--- src/logic/serial_sender_pkg.sv ---
package serial_sender_pkg;
    // clock rate
    localparam int unsigned CLK_HZ            = 100_000_000;
    localparam int unsigned CLK_PERIOD_NS     = 10;
    // pulse delay before it acts
    localparam int unsigned CLOCK_DELAY_US    = 50;
    localparam int unsigned CLOCK_DELAY_CYC   = (CLOCK_DELAY_US * 1000) / CLK_PERIOD_NS;
    // line rate
    localparam int unsigned BAUD_RATE         = 1050;
    localparam int unsigned BIT_CYC           = CLK_HZ / BAUD_RATE;
    // stop timer slightly under one bit, sample delay about one half bit
    localparam int unsigned STOP_TIMER_CYC    = (BIT_CYC * 15) / 16;
    localparam int unsigned SAMPLE_DELAY_CYC  = BIT_CYC / 2;
    // code levels
    localparam int unsigned MAX_LEVELS        = 8;
    localparam int unsigned DEFAULT_LEVELS    = 8;
    localparam int unsigned FIFO_DEPTH        = 8;
    // reset value of the register: all ones so the line idles at mark
    localparam logic [MAX_LEVELS:0] REG_RESET = 9'h1ff;
    localparam logic [MAX_LEVELS:0] REG_CLEAR = 9'h000;

    typedef enum logic [1:0] {
        PH_IDLE,
        PH_SAMPLE,
        PH_SHIFT
    } phase_t;
endpackage

--- src/logic/char_fifo.sv ---
`timescale 1ns/1ns
`default_nettype none
module char_fifo #(
    parameter int unsigned WIDTH = 8,
    parameter int unsigned DEPTH = 8
) (
    // clock and reset
    input  wire logic             core_clk,
    input  wire logic             srst,
    // fill side
    input  wire logic             in_valid,
    output logic                  in_ready,
    input  wire logic [WIDTH-1:0] in_data,
    // drain side
    output logic                  out_valid,
    input  wire logic             out_ready,
    output logic      [WIDTH-1:0] out_data
);
    localparam int unsigned AW = (DEPTH > 1) ? $clog2(DEPTH) : 1;

    logic [WIDTH-1:0] mem [DEPTH];
    logic [AW-1:0]    wr_ptr;
    logic [AW-1:0]    rd_ptr;
    logic [AW:0]      count;
    logic [AW-1:0]    next_wr_ptr;
    logic [AW-1:0]    next_rd_ptr;
    logic [AW:0]      next_count;
    logic             push;
    logic             pop;

    assign in_ready  = (count != (AW+1)'(DEPTH));
    assign out_valid = (count != '0);
    assign out_data  = mem[rd_ptr];
    assign push      = in_valid && in_ready;
    assign pop       = out_valid && out_ready;

    always_comb
    begin
        next_wr_ptr = wr_ptr;
        next_rd_ptr = rd_ptr;
        next_count  = count;
        if (push)
        begin
            next_wr_ptr = (wr_ptr == AW'(DEPTH - 1)) ? '0 : AW'(wr_ptr + 1'b1);
        end
        if (pop)
        begin
            next_rd_ptr = (rd_ptr == AW'(DEPTH - 1)) ? '0 : AW'(rd_ptr + 1'b1);
        end
        if (push && !pop)
        begin
            next_count = (AW+1)'(count + 1'b1);
        end
        else if (pop && !push)
        begin
            next_count = (AW+1)'(count - 1'b1);
        end
    end

    always_ff @(posedge core_clk)
    begin
        if (srst)
        begin
            wr_ptr <= '0;
            rd_ptr <= '0;
            count  <= '0;
        end
        else
        begin
            wr_ptr <= next_wr_ptr;
            rd_ptr <= next_rd_ptr;
            count  <= next_count;
        end
    end

    // storage has no reset; only entries written since reset are read out while out_valid is high
    always_ff @(posedge core_clk)
    begin
        if (push)
        begin
            mem[wr_ptr] <= in_data;
        end
    end
endmodule
`default_nettype wire

--- src/logic/start_stop_serial_sender.sv ---
`timescale 1ns/1ns
`default_nettype none
module start_stop_serial_sender #(
    parameter int unsigned LEVELS         = serial_sender_pkg::DEFAULT_LEVELS,
    parameter int unsigned BIT_CYC        = serial_sender_pkg::BIT_CYC,
    parameter int unsigned STOP_TIMER_CYC = serial_sender_pkg::STOP_TIMER_CYC,
    parameter int unsigned SAMPLE_CYC     = serial_sender_pkg::SAMPLE_DELAY_CYC,
    parameter int unsigned FIFO_DEPTH     = serial_sender_pkg::FIFO_DEPTH
) (
    // clock and reset
    input  wire logic                                   core_clk,
    input  wire logic                                   srst,
    // reader side pins
    input  wire logic                                   char_clock,
    input  wire logic                                   tape_present,
    input  wire logic [serial_sender_pkg::MAX_LEVELS-1:0] reader_level,
    input  wire logic [serial_sender_pkg::MAX_LEVELS-1:0] aux_level,
    input  wire logic                                   osc_on,
    // auxiliary outputs
    output logic                                        sample_pulse,
    output logic                                        start_pulse,
    // modem side
    output logic                                        serial_out
);
    localparam int unsigned ML  = serial_sender_pkg::MAX_LEVELS;
    localparam int unsigned DLY = serial_sender_pkg::CLOCK_DELAY_CYC;
    localparam int unsigned CW  = 32;

    // three-stage pin synchronisers; stage one is read only by stage two
    logic [2:0]    clk_sync;
    logic [2:0]    tape_sync;
    logic [2:0]    osc_sync;
    logic [ML-1:0] lvl_s1;
    logic [ML-1:0] lvl_s2;
    logic [ML-1:0] lvl_s3;
    logic          clk_seen;
    logic          osc_seen;
    logic          tape_level;
    logic          clk_rise;
    logic          osc_rise;
    logic [ML-1:0] mark_level;

    logic          next_clk_seen;
    logic          next_osc_seen;
    logic          next_tape_level;
    logic [ML-1:0] next_mark_level;
    logic [ML-1:0] lvl_differ;

    // seen flags and level bits move only once stages two and three agree
    assign lvl_differ = lvl_s2 ^ lvl_s3;

    always_comb
    begin
        next_clk_seen   = clk_seen;
        next_osc_seen   = osc_seen;
        next_tape_level = tape_level;
        next_mark_level = (lvl_s3 & ~lvl_differ) | (mark_level & lvl_differ);
        if (clk_sync[1] == clk_sync[2])
        begin
            next_clk_seen = clk_sync[2];
        end
        if (osc_sync[1] == osc_sync[2])
        begin
            next_osc_seen = osc_sync[2];
        end
        if (tape_sync[1] == tape_sync[2])
        begin
            next_tape_level = tape_sync[2];
        end
    end

    always_ff @(posedge core_clk)
    begin
        if (srst)
        begin
            clk_sync   <= 3'h0;
            tape_sync  <= 3'h0;
            osc_sync   <= 3'h0;
            lvl_s1     <= '0;
            lvl_s2     <= '0;
            lvl_s3     <= '0;
            clk_seen   <= 1'b0;
            osc_seen   <= 1'b0;
            tape_level <= 1'b0;
            mark_level <= '0;
        end
        else
        begin
            clk_sync   <= {clk_sync[1:0], char_clock};
            tape_sync  <= {tape_sync[1:0], tape_present};
            osc_sync   <= {osc_sync[1:0], osc_on};
            lvl_s1     <= reader_level | aux_level;
            lvl_s2     <= lvl_s1;
            lvl_s3     <= lvl_s2;
            clk_seen   <= next_clk_seen;
            osc_seen   <= next_osc_seen;
            tape_level <= next_tape_level;
            mark_level <= next_mark_level;
        end
    end

    assign clk_rise   = (clk_sync[1] == clk_sync[2]) && clk_sync[2] && !clk_seen;
    assign osc_rise   = (osc_sync[1] == osc_sync[2]) && osc_sync[2] && !osc_seen;

    // character timing
    logic          delay_busy;
    logic [CW-1:0] delay_cnt;
    logic          stop_busy;
    logic [CW-1:0] stop_cnt;
    logic          osc_run;
    logic          samp_busy;
    logic [CW-1:0] samp_cnt;
    logic [CW-1:0] bit_cnt;
    logic          next_delay_busy;
    logic [CW-1:0] next_delay_cnt;
    logic          next_stop_busy;
    logic [CW-1:0] next_stop_cnt;
    logic          next_osc_run;
    logic          next_samp_busy;
    logic [CW-1:0] next_samp_cnt;
    logic [CW-1:0] next_bit_cnt;
    logic          next_sample_pulse;
    logic          next_start_pulse;
    logic          delayed_clk;
    logic          bit_pulse;
    logic          start_set;

    // a new clock pulse during the delay restarts it; pulses are a character apart
    assign delayed_clk = delay_busy && (delay_cnt == CW'(1));
    assign bit_pulse   = osc_run && (bit_cnt == CW'(BIT_CYC - 1));
    // the oscillator-on lead bypasses the tape gate
    assign start_set   = (start_pulse && tape_level) || osc_rise;

    always_comb
    begin
        next_delay_busy   = delay_busy;
        next_delay_cnt    = delay_cnt;
        next_stop_busy    = stop_busy;
        next_stop_cnt     = stop_cnt;
        next_osc_run      = osc_run;
        next_samp_busy    = samp_busy;
        next_samp_cnt     = samp_cnt;
        next_bit_cnt      = bit_cnt;
        next_sample_pulse = 1'b0;
        next_start_pulse  = 1'b0;

        if (clk_rise)
        begin
            next_delay_busy = 1'b1;
            next_delay_cnt  = CW'(DLY);
        end
        else if (delay_busy)
        begin
            next_delay_cnt  = delay_cnt - CW'(1);
            next_delay_busy = (delay_cnt != CW'(1));
        end

        if (delayed_clk)
        begin
            next_stop_busy = 1'b1;
            next_stop_cnt  = CW'(STOP_TIMER_CYC);
        end
        else if (stop_busy)
        begin
            next_stop_cnt = stop_cnt - CW'(1);
            if (stop_cnt == CW'(1))
            begin
                next_stop_busy   = 1'b0;
                next_start_pulse = 1'b1;
            end
        end

        // oscillator counter restarts in phase with its enable; the first pulse
        // falls on the enable edge, well inside the half-bit sample delay
        if (osc_run)
        begin
            next_bit_cnt = bit_pulse ? '0 : bit_cnt + CW'(1);
        end
        else
        begin
            next_bit_cnt = CW'(BIT_CYC - 1);
        end

        // delayed clock clear wins over a start set in the same cycle
        if (delayed_clk)
        begin
            next_osc_run = 1'b0;
        end
        else if (start_set && !osc_run)
        begin
            next_osc_run   = 1'b1;
            next_samp_busy = 1'b1;
            next_samp_cnt  = CW'(SAMPLE_CYC);
        end

        if (samp_busy && !(start_set && !osc_run))
        begin
            next_samp_cnt = samp_cnt - CW'(1);
            if (samp_cnt == CW'(1))
            begin
                next_samp_busy    = 1'b0;
                next_sample_pulse = 1'b1;
            end
        end
    end

    always_ff @(posedge core_clk)
    begin
        if (srst)
        begin
            delay_busy   <= 1'b0;
            delay_cnt    <= '0;
            stop_busy    <= 1'b0;
            stop_cnt     <= '0;
            osc_run      <= 1'b0;
            samp_busy    <= 1'b0;
            samp_cnt     <= '0;
            bit_cnt      <= CW'(BIT_CYC - 1);
            sample_pulse <= 1'b0;
            start_pulse  <= 1'b0;
        end
        else
        begin
            delay_busy   <= next_delay_busy;
            delay_cnt    <= next_delay_cnt;
            stop_busy    <= next_stop_busy;
            stop_cnt     <= next_stop_cnt;
            osc_run      <= next_osc_run;
            samp_busy    <= next_samp_busy;
            samp_cnt     <= next_samp_cnt;
            bit_cnt      <= next_bit_cnt;
            sample_pulse <= next_sample_pulse;
            start_pulse  <= next_start_pulse;
        end
    end

    // sampled characters pass a small fifo before loading the register;
    // the register is always free by the time the next sample lands, so the
    // fifo normally holds one word, but it stalls loading if drained late
    logic          fifo_out_valid;
    logic [ML-1:0] fifo_out_data;
    logic          load_ready;

    char_fifo #(
        .WIDTH (ML),
        .DEPTH (FIFO_DEPTH)
    ) u_char_fifo (
        .core_clk  (core_clk),
        .srst      (srst),
        .in_valid  (sample_pulse),
        .in_ready  (),
        .in_data   (mark_level),
        .out_valid (fifo_out_valid),
        .out_ready (load_ready),
        .out_data  (fifo_out_data)
    );

    // shift register: index 0 is the output element, 1..LEVELS the code levels
    logic [ML:0]   shreg;
    logic [ML:0]   next_shreg;
    logic          cleared;
    logic          next_cleared;
    logic          advance;
    logic          clear_pulse;
    logic [ML:0]   level_mask;

    assign clear_pulse = bit_pulse && samp_busy;
    assign advance     = bit_pulse && !samp_busy;
    // loading never waits on the fill side, so a full fifo still drains
    assign load_ready  = cleared;

    // marks load only into active levels; higher elements never reach the line
    always_comb
    begin
        level_mask = '0;
        for (int i = 1; i <= ML; i++)
        begin
            if (i <= int'(LEVELS))
            begin
                level_mask[i] = 1'b1;
            end
        end
    end

    always_comb
    begin
        next_shreg   = shreg;
        next_cleared = cleared;
        if (clear_pulse)
        begin
            next_shreg   = serial_sender_pkg::REG_CLEAR;
            next_cleared = 1'b1;
        end
        else if (advance)
        begin
            // top active level takes a one, so marks follow the data
            next_shreg   = {1'b1, shreg[ML:1]};
            next_shreg[LEVELS] = 1'b1;
            next_cleared = 1'b0;
        end
        else if (fifo_out_valid && load_ready)
        begin
            next_shreg   = shreg | ({fifo_out_data, 1'b0} & level_mask);
            next_cleared = 1'b0;
        end
    end

    always_ff @(posedge core_clk)
    begin
        if (srst)
        begin
            shreg   <= serial_sender_pkg::REG_RESET;
            cleared <= 1'b0;
        end
        else
        begin
            shreg   <= next_shreg;
            cleared <= next_cleared;
        end
    end

    assign serial_out = shreg[0];
endmodule
`default_nettype wire

--- config.mk ---
export PLATFORM = sky130hd
export DESIGN_NAME = start_stop_serial_sender
export DESIGN_NICKNAME = d
export VERILOG_FILES = /design/src/logic/serial_sender_pkg.sv /design/src/logic/char_fifo.sv /design/src/logic/start_stop_serial_sender.sv
export SDC_FILE = /design/constraint.sdc
export NUM_CORES = 1
export LEC_CHECK = 0
export BUFFER_PORTS_ARGS = -buffer_cell sky130_fd_sc_hd__buf_2
export CAP_MARGIN = 25
export CORE_MARGIN = 10
export CORE_UTILIZATION = 55
export DETAILED_ROUTE_END_ITERATION = 10
export HOLD_SLACK_MARGIN = 0.08
export PLACE_DENSITY = 0.71
export SKIP_CTS_REPAIR_TIMING = 1
export SLEW_MARGIN = 20
export SYNTH_ARGS = -nofsm -noshare
export SYNTH_HDL_FRONTEND = slang
export SYNTH_SLANG_ARGS = --single-unit
--- constraint.sdc ---
create_clock -name core_clk -period 5.6 [get_ports core_clk]
set_input_delay 0.28 -clock core_clk [delete_from_list [all_inputs] [get_ports core_clk]]
set_output_delay 0.28 -clock core_clk [all_outputs]
set_load 0.005 [all_outputs]
==> results.sh, run 1 <==
export IMPL_nNetsFinal=1092
export IMPL_syn_area_mm2=0.0107
export IMPL_synth_top_cell_by_area="dfxtp_1"
export IMPL_worstPathArrival_ps=3510
export IMPL_required_ps=5970
export IMPL_min_from="srst"
export IMPL_synth_xor_xnor_area_share_pct=7.61
export IMPL_diodes=0
export IMPL_multi_input_area_mm2=0.00457
export IMPL_critPathLaunchType="flip-flop"
export IMPL_vias=7286
export IMPL_grt_max_degree=67
export IMPL_fillers=1533
export IMPL_cts_sinks=265
export IMPL_design_core_area_mm2=0.0189
export IMPL_min_path_type="input port to flip-flop"
export IMPL_grt_pass1_vias=7108
export IMPL_synthAdderAreaFrac_pct=2.18
export IMPL_reg2reg_from="delay_cnt[13]$_SDFFE_PP0P_"
export IMPL_htreeDepth=1
export IMPL_slew_viol_final=0
export IMPL_wl_per_cell_um=14.6
export IMPL_path_cells="or4_4, or4_4, nor2_2, nand3_1, nand2_1, a211oi_1"
export IMPL_timing_final_crit_share_pct=56.0
export IMPL_clk_pin_slew_worst_paths_ps=60
export IMPL_synth_edf_count=64
export IMPL_syn_to_final_growth_pct=14.0
export IMPL_final_cell_area_mm2=0.0122
export IMPL_startpoint="delay_cnt[13]$_SDFFE_PP0P_"
export IMPL_final_hold_viol_count=0
export IMPL_synth_compound_area_share_pct=7.72
export IMPL_firstDrtPassIters=4
export IMPL_async_flop_share_pct=0
export IMPL_finalSetupViolCount=0
export IMPL_grt_usage_pct=15.0
export IMPL_peakVddDrop_mv=0.265
export IMPL_outcome="finished, final reports clean"
export IMPL_die_w_um=159
export IMPL_start_util_pct=56.6
export IMPL_rsz0062_at_grt="false"
export IMPL_worst_pin_slew_ps=931
export IMPL_crit_path_top_delay_cell="nand2_1"
export IMPL_ys_top_cells_by_count="201 x dfxtp_1, 139 x nor2_1, 72 x nand2_1"
export IMPL_fin_tns_setup_ps=0
export IMPL_regArea_mm2=0.00595
export IMPL_port_buffers=23
export IMPL_p_per_area_mw_per_mm2=320
export IMPL_ys_ff_latch=265
export IMPL_min_period_ps=3140
export IMPL_synth_seq_area_share_pct=55.6
export IMPL_clk_latency_ps=540
export IMPL_dpl_cell_area_mm2=0.0111
export IMPL_cts_buffers=28
export IMPL_synth_cells=1010
export IMPL_cp_common_cell="or4_4"
export IMPL_end_kind="flip-flop"
export IMPL_synthMuxAreaShare_pct=3.93
export IMPL_cts_root_buffer="clkbuf_16"
export IMPL_crit_fanout=25
export IMPL_yosysMostFrequentCell="dfxtp_1"
export IMPL_layout_drive_gt1_share_pct=11.0
export IMPL_vias_per_cell=5.46
export IMPL_drt_iter0_drc=330
export IMPL_syn_area_per_cell_um2=10.6
export IMPL_yosysUniqueCellTypes=61
export IMPL_synth_flop_cell="dfxtp_1"
export IMPL_critPathKind="flip-flop to flip-flop"
export IMPL_final_util_pct=64.5
export IMPL_p_leak_uw=0.00438
export IMPL_row_count=50
export IMPL_slowest_delay_ps=800
export IMPL_dpl_worst_slack_ps=2460
export IMPL_drc_errors=0
export IMPL_die_y_um=159
export IMPL_io_pins=24
export IMPL_yosysTopAreaCellShare_pct=37.6
export IMPL_relSlewSlack_pct=37.9
export IMPL_worst_slack_ps=2460
export IMPL_power_uw=3910
export IMPL_hpwl_um=12500
export IMPL_reg2regPathDepth=6
export IMPL_fin_skew_ps=19.9
export IMPL_synth_nets=1049
export IMPL_synth_area_leaders="dfxtp_1 38%, edfxtp_1 18%, nor2_1 4.9%"
export IMPL_grt_pass1_wl_um=33400
export IMPL_synth_simple_area_share_pct=21.0
export IMPL_drv_cap=0
export IMPL_overflow=0
export IMPL_cts_tree="built"
export IMPL_antenna_found_initial=0
export IMPL_holdPathStages=2
export IMPL_drt_wl_total_um=19500
export IMPL_dieArea_mm2=0.0254
export IMPL_cts_buffer_depth=3
export IMPL_ys_warn_count=0
export IMPL_timing_fmax_ghz=0.319
export IMPL_gp_congestion=0.786
export IMPL_synth_top_family_by_area="simple AND/OR/NAND/NOR gates"
export IMPL_drt_antenna_violating_nets=0
==> final timing paths <==
path | slack, ps | endpoint
hold / removal | 190 | clk_seen$_SDFFE_PP0N_
setup / recovery | 2460 | stop_cnt[1]$_SDFFE_PP0P_
setup reg to reg | 2460 | stop_cnt[1]$_SDFFE_PP0P_
hold reg to reg | 440 | lvl_s2[5]$_SDFF_PP0_
==> placed cells by master, fill, tap and decap left out, drive strengths merged, types with 7 or more instances in the layout <==
master,Yosys,final
edfxtp,64,64
and3,7,7
o21ai,35,35
nand2b,8,8
nand2,73,73
clkinv,1,12
clkbuf,23,35
dfxtp,201,201
o31ai,11,11
or4,15,15
nor2b,29,29
xor2,43,43
nor4,30,30
a221oi,8,8
o211ai,7,7
ha,17,17
inv,14,14
dlygate4sd3,0,19
nor2,140,140
nand4,14,14
buf,13,30
nand3,32,32
a31oi,9,9
nand3b,7,7
a21oi,51,51
nor3,24,24
mux4,16,16
xnor2,50,50
or3,17,17
==> worst max-delay path, delay by kind of cell (launching register included) <==
kind               cells  cell delay, ps
AOI/OAI and AO/OA      1             120
DFF                    1             340
and+or+nand+nor        5            2500
==> layer usage <==
layer / global-route usage, % / share of wire, %
met2: 23.7 / 44
met5: 0 / 0
met1: 20.8 / 50
met3: 2.69 / 4.2
met4: 4.00 / 1.9
==> state kept, by name (all words and copies together), names as in the netlist, 3 cells and up, named ones only <==
signal and cells:
u_char_fifo.mem 64, bit_cnt 32, delay_cnt 32, samp_cnt 32
stop_cnt 32, shreg 9, lvl_s1 8, lvl_s2 8
lvl_s3 8, u_char_fifo.count 4, clk_sync 3, osc_sync 3
tape_sync 3, u_char_fifo.rd_ptr 3, u_char_fifo.wr_ptr 3
==> cell type report <==
class / count / area share, %
clock buffer: 35 / 6.29
clock inverter: 16 / 1.37
inverter: 15 / 0.462
multi-input combinational: 694 / 37.5
sequential: 265 / 48.8
tap: 260 / 2.67
timing repair buffer: 49 / 2.95
==> kinds of logic (layout without fill, tap and decap cells) <==
group	after synthesis	after routing
buffers and inverters	51	115
AND/OR/NAND/NOR	425	425
multiplexers	22	22
adder cells (fa/ha/maj)	18	18
XOR/XNOR	93	93
flip-flops	265	265
AO/OA/AOI/OAI	136	136
==> power breakdown <==
part	internal (uW)	switching [uW]
sequential	1970	11.1
clock	1110	734
combinational	38.2	50.6
total	3110	795
==> through the flow <==
step	instances	hold WS, ps
3_5_place_dp	1264	424
5_1_grt	1334	237
4_1_cts	1315	-75.0
2_1_floorplan	1010	396
3_3_place_gp	1264	419
6_report	1334	194
No activity file was read; power rests on OpenSTA's default activity.
==> run 2, diff against run 1 <==
==> constraint.sdc (replaced) <==
create_clock -name core_clk -period 3.2 [get_ports core_clk]
set_input_delay 0.16 -clock core_clk [delete_from_list [all_inputs] [get_ports core_clk]]
set_output_delay 0.16 -clock core_clk [all_outputs]
set_load 0.005 [all_outputs]
==> run 2 against run 1 <==
Total power grew 71%; final area grew 0.13%; setup slack lost 1800 ps; first-iteration DRC count grew 19%; hold slack gained 180 ps; sequential cell count is the same; utilization grew 0.086 points; clock power grew 67%; non-clock buffer count grew 12; routed wire length grew 2.4%; fmax grew 23%; register-to-register slack lost 1800 ps; critical endpoint is now u_char_fifo.count[3]$_SDFFE_PP0P_; largest cell class unchanged; largest power group unchanged.
==> results.sh, run 2 (same netlist as run 1, synthesis figures left out) <==
export IMPL_grt_max_degree=57
export IMPL_cpLargestDelayFamily="simple AND/OR/NAND/NOR gates"
export IMPL_drc_errors=0
export IMPL_min_path_type="input port to flip-flop"
export IMPL_vias=7311
export IMPL_largest_reg_flops=64
export IMPL_clk_latency_ps=530
export IMPL_worstPathArrival_ps=3000
export IMPL_diodes=0
export IMPL_final_hold_viol_count=0
export IMPL_start_util_pct=56.6
export IMPL_slowest_delay_ps=370
export IMPL_dieArea_mm2=0.0254
export IMPL_io_pins=24
export IMPL_p_clk_share_pct=45.9
export IMPL_drt_iter0_drc=394
export IMPL_fin_skew_ps=9.02
export IMPL_hpwl_um=12600
export IMPL_syn_to_final_growth_pct=14.2
export IMPL_top_register="u_char_fifo.mem"
export IMPL_final_common_cell="dfxtp_1"
export IMPL_p_switching_uw=1400
export IMPL_die_w_um=159
export IMPL_layout_drive_gt1_share_pct=11.5
export IMPL_final_cell_mix="201 x dfxtp_1, 139 x nor2_1, 72 x nand2_1"
export IMPL_critPathLaunchType="flip-flop"
export IMPL_p_leak_uw=0.00440
export IMPL_timing_fmax_ghz=0.393
export IMPL_vias_per_cell=5.44
export IMPL_min_period_ps=2540
export IMPL_cts_buffers=27
export IMPL_p_per_area_mw_per_mm2=548
export IMPL_power_uw=6690
export IMPL_end_kind="flip-flop"
export IMPL_critPathKind="flip-flop to flip-flop"
export IMPL_cts_sinks=265
export IMPL_cts_buffer_depth=3
export IMPL_design_core_area_mm2=0.0189
export IMPL_finalSetupViolCount=0
export IMPL_clk_pin_slew_worst_paths_ps=60
export IMPL_crit_path_top_delay_cell="dfxtp_1"
export IMPL_relSlewSlack_pct=39.5
export IMPL_grt_pass1_vias=6968
export IMPL_combPwrFrac_pct=2.4
export IMPL_worst_pin_slew_ps=906
export IMPL_drt_antenna_violating_nets=0
export IMPL_min_from="tape_present"
export IMPL_peakVddDrop_mv=0.417
export IMPL_port_buffers=23
export IMPL_p_int_uw=5300
export IMPL_overflow=0
export IMPL_nNetsFinal=1103
export IMPL_firstDrtPassIters=4
export IMPL_cp_num_buf_inv=2
export IMPL_pwr_share_seq_pct=51.7
export IMPL_cts_tree="built"
export IMPL_rsz0062_at_grt="false"
export IMPL_cts_root_buffer="clkbuf_16"
export IMPL_outcome="finished, final reports clean"
export IMPL_grt_usage_pct=15.3
export IMPL_slew_viol_final=0
export IMPL_startpoint="u_char_fifo.count[0]$_SDFFE_PP0P_"
export IMPL_path_cells="nor3_1, nand2_1, nand2_1, inv_1, ha_1, inv_1, ha_1, a21o_1, a21oi_1, xnor2_1, or3_1, a21oi_1"
export IMPL_crit_fanout=8
export IMPL_p_sw_share_pct=20.9
export IMPL_drv_cap=0
export IMPL_required_ps=3650
export IMPL_antenna_found_initial=0
export IMPL_row_count=50
export IMPL_wl_per_cell_um=14.8
export IMPL_drt_wl_total_um=20000
export IMPL_fin_tns_setup_ps=0
export IMPL_reg2reg_from="u_char_fifo.count[0]$_SDFFE_PP0P_"
export IMPL_gp_congestion=0.782
export IMPL_grt_pass1_wl_um=34000
export IMPL_timing_final_crit_share_pct=79.4
export IMPL_htreeDepth=1
export IMPL_die_y_um=159
==> run 2: layout make-up <==
| class | instances | area, um^2 |
|---|---|---|
| fillers | 1506 | 6680 |
| flip-flops and latches | 265 | 5950 |
| multi-input cells | 694 | 4550 |
| clock buffers | 31 | 722 |
| repair buffers | 61 | 453 |
| well taps | 260 | 325 |
| clock inverters | 19 | 156 |
| inverters | 15 | 56.3 |
==> run 2: path summary, 6_finish.rpt <==
kind | slack [ps] | depth (start not counted) | endpoint
max | 660 | 12 | u_char_fifo.count[3]$_SDFFE_PP0P_
min | 370 | 3 | tape_sync[0]$_SDFF_PP0_
max reg2reg | 660 | 12 | u_char_fifo.count[3]$_SDFFE_PP0P_
min reg2reg | 440 | 1 | lvl_s2[4]$_SDFF_PP0_
==> run 2: metal layers <==
| metal | part of all wire (%) | GRT usage (%) | up-vias |
|---|---|---|---|
| met1 | 48 | 21.2 | 3443 |
| met2 | 46 | 24.2 | 114 |
| met5 | 0 | 0 | - |
| met3 | 3.9 | 2.56 | 34 |
| met4 | 1.8 | 3.79 | 0 |
| li1 | - | - | 3720 |
==> run 2: power groups by stage <==
stage	Sequential (uW)	Clock [uW]	Combinational, uW
finish	3460	3070	160
global route	3460	3280	180
CTS	3460	3140	142
detailed placement	3540	0	141
global placement	3530	0	140
floorplan	3530	0	106
==> run 2: per-stage QoR <==
stage / util [%] / setup WS (ps) / hold slack, ps / instance area, um^2 / std cells
after global routing: 64.6 / 442 / 409 / 12200 / 1345
after detailed placement: 58.9 / 668 / 370 / 11100 / 1275
after CTS: 63.6 / 647 / -185 / 12000 / 1325
after floorplan: - / 627 / 276 / 10700 / 1010
final: 64.6 / 658 / 372 / 12200 / 1345
after global placement: 58.9 / 718 / 362 / 11100 / 1275
==> run 2: worst reg2reg max path, delay by kind of cell, from the launching register on <==
| kind | cells | cell delay (ps) |
|---|---|---|
| buffers and inverters | 2 | 260 |
| AOI/OAI and AO/OA | 3 | 490 |
| and+or+nand+nor | 4 | 780 |
| DFF | 1 | 370 |
| xor gates and xnor gates | 1 | 90 |
| adders and majority gates | 2 | 480 |
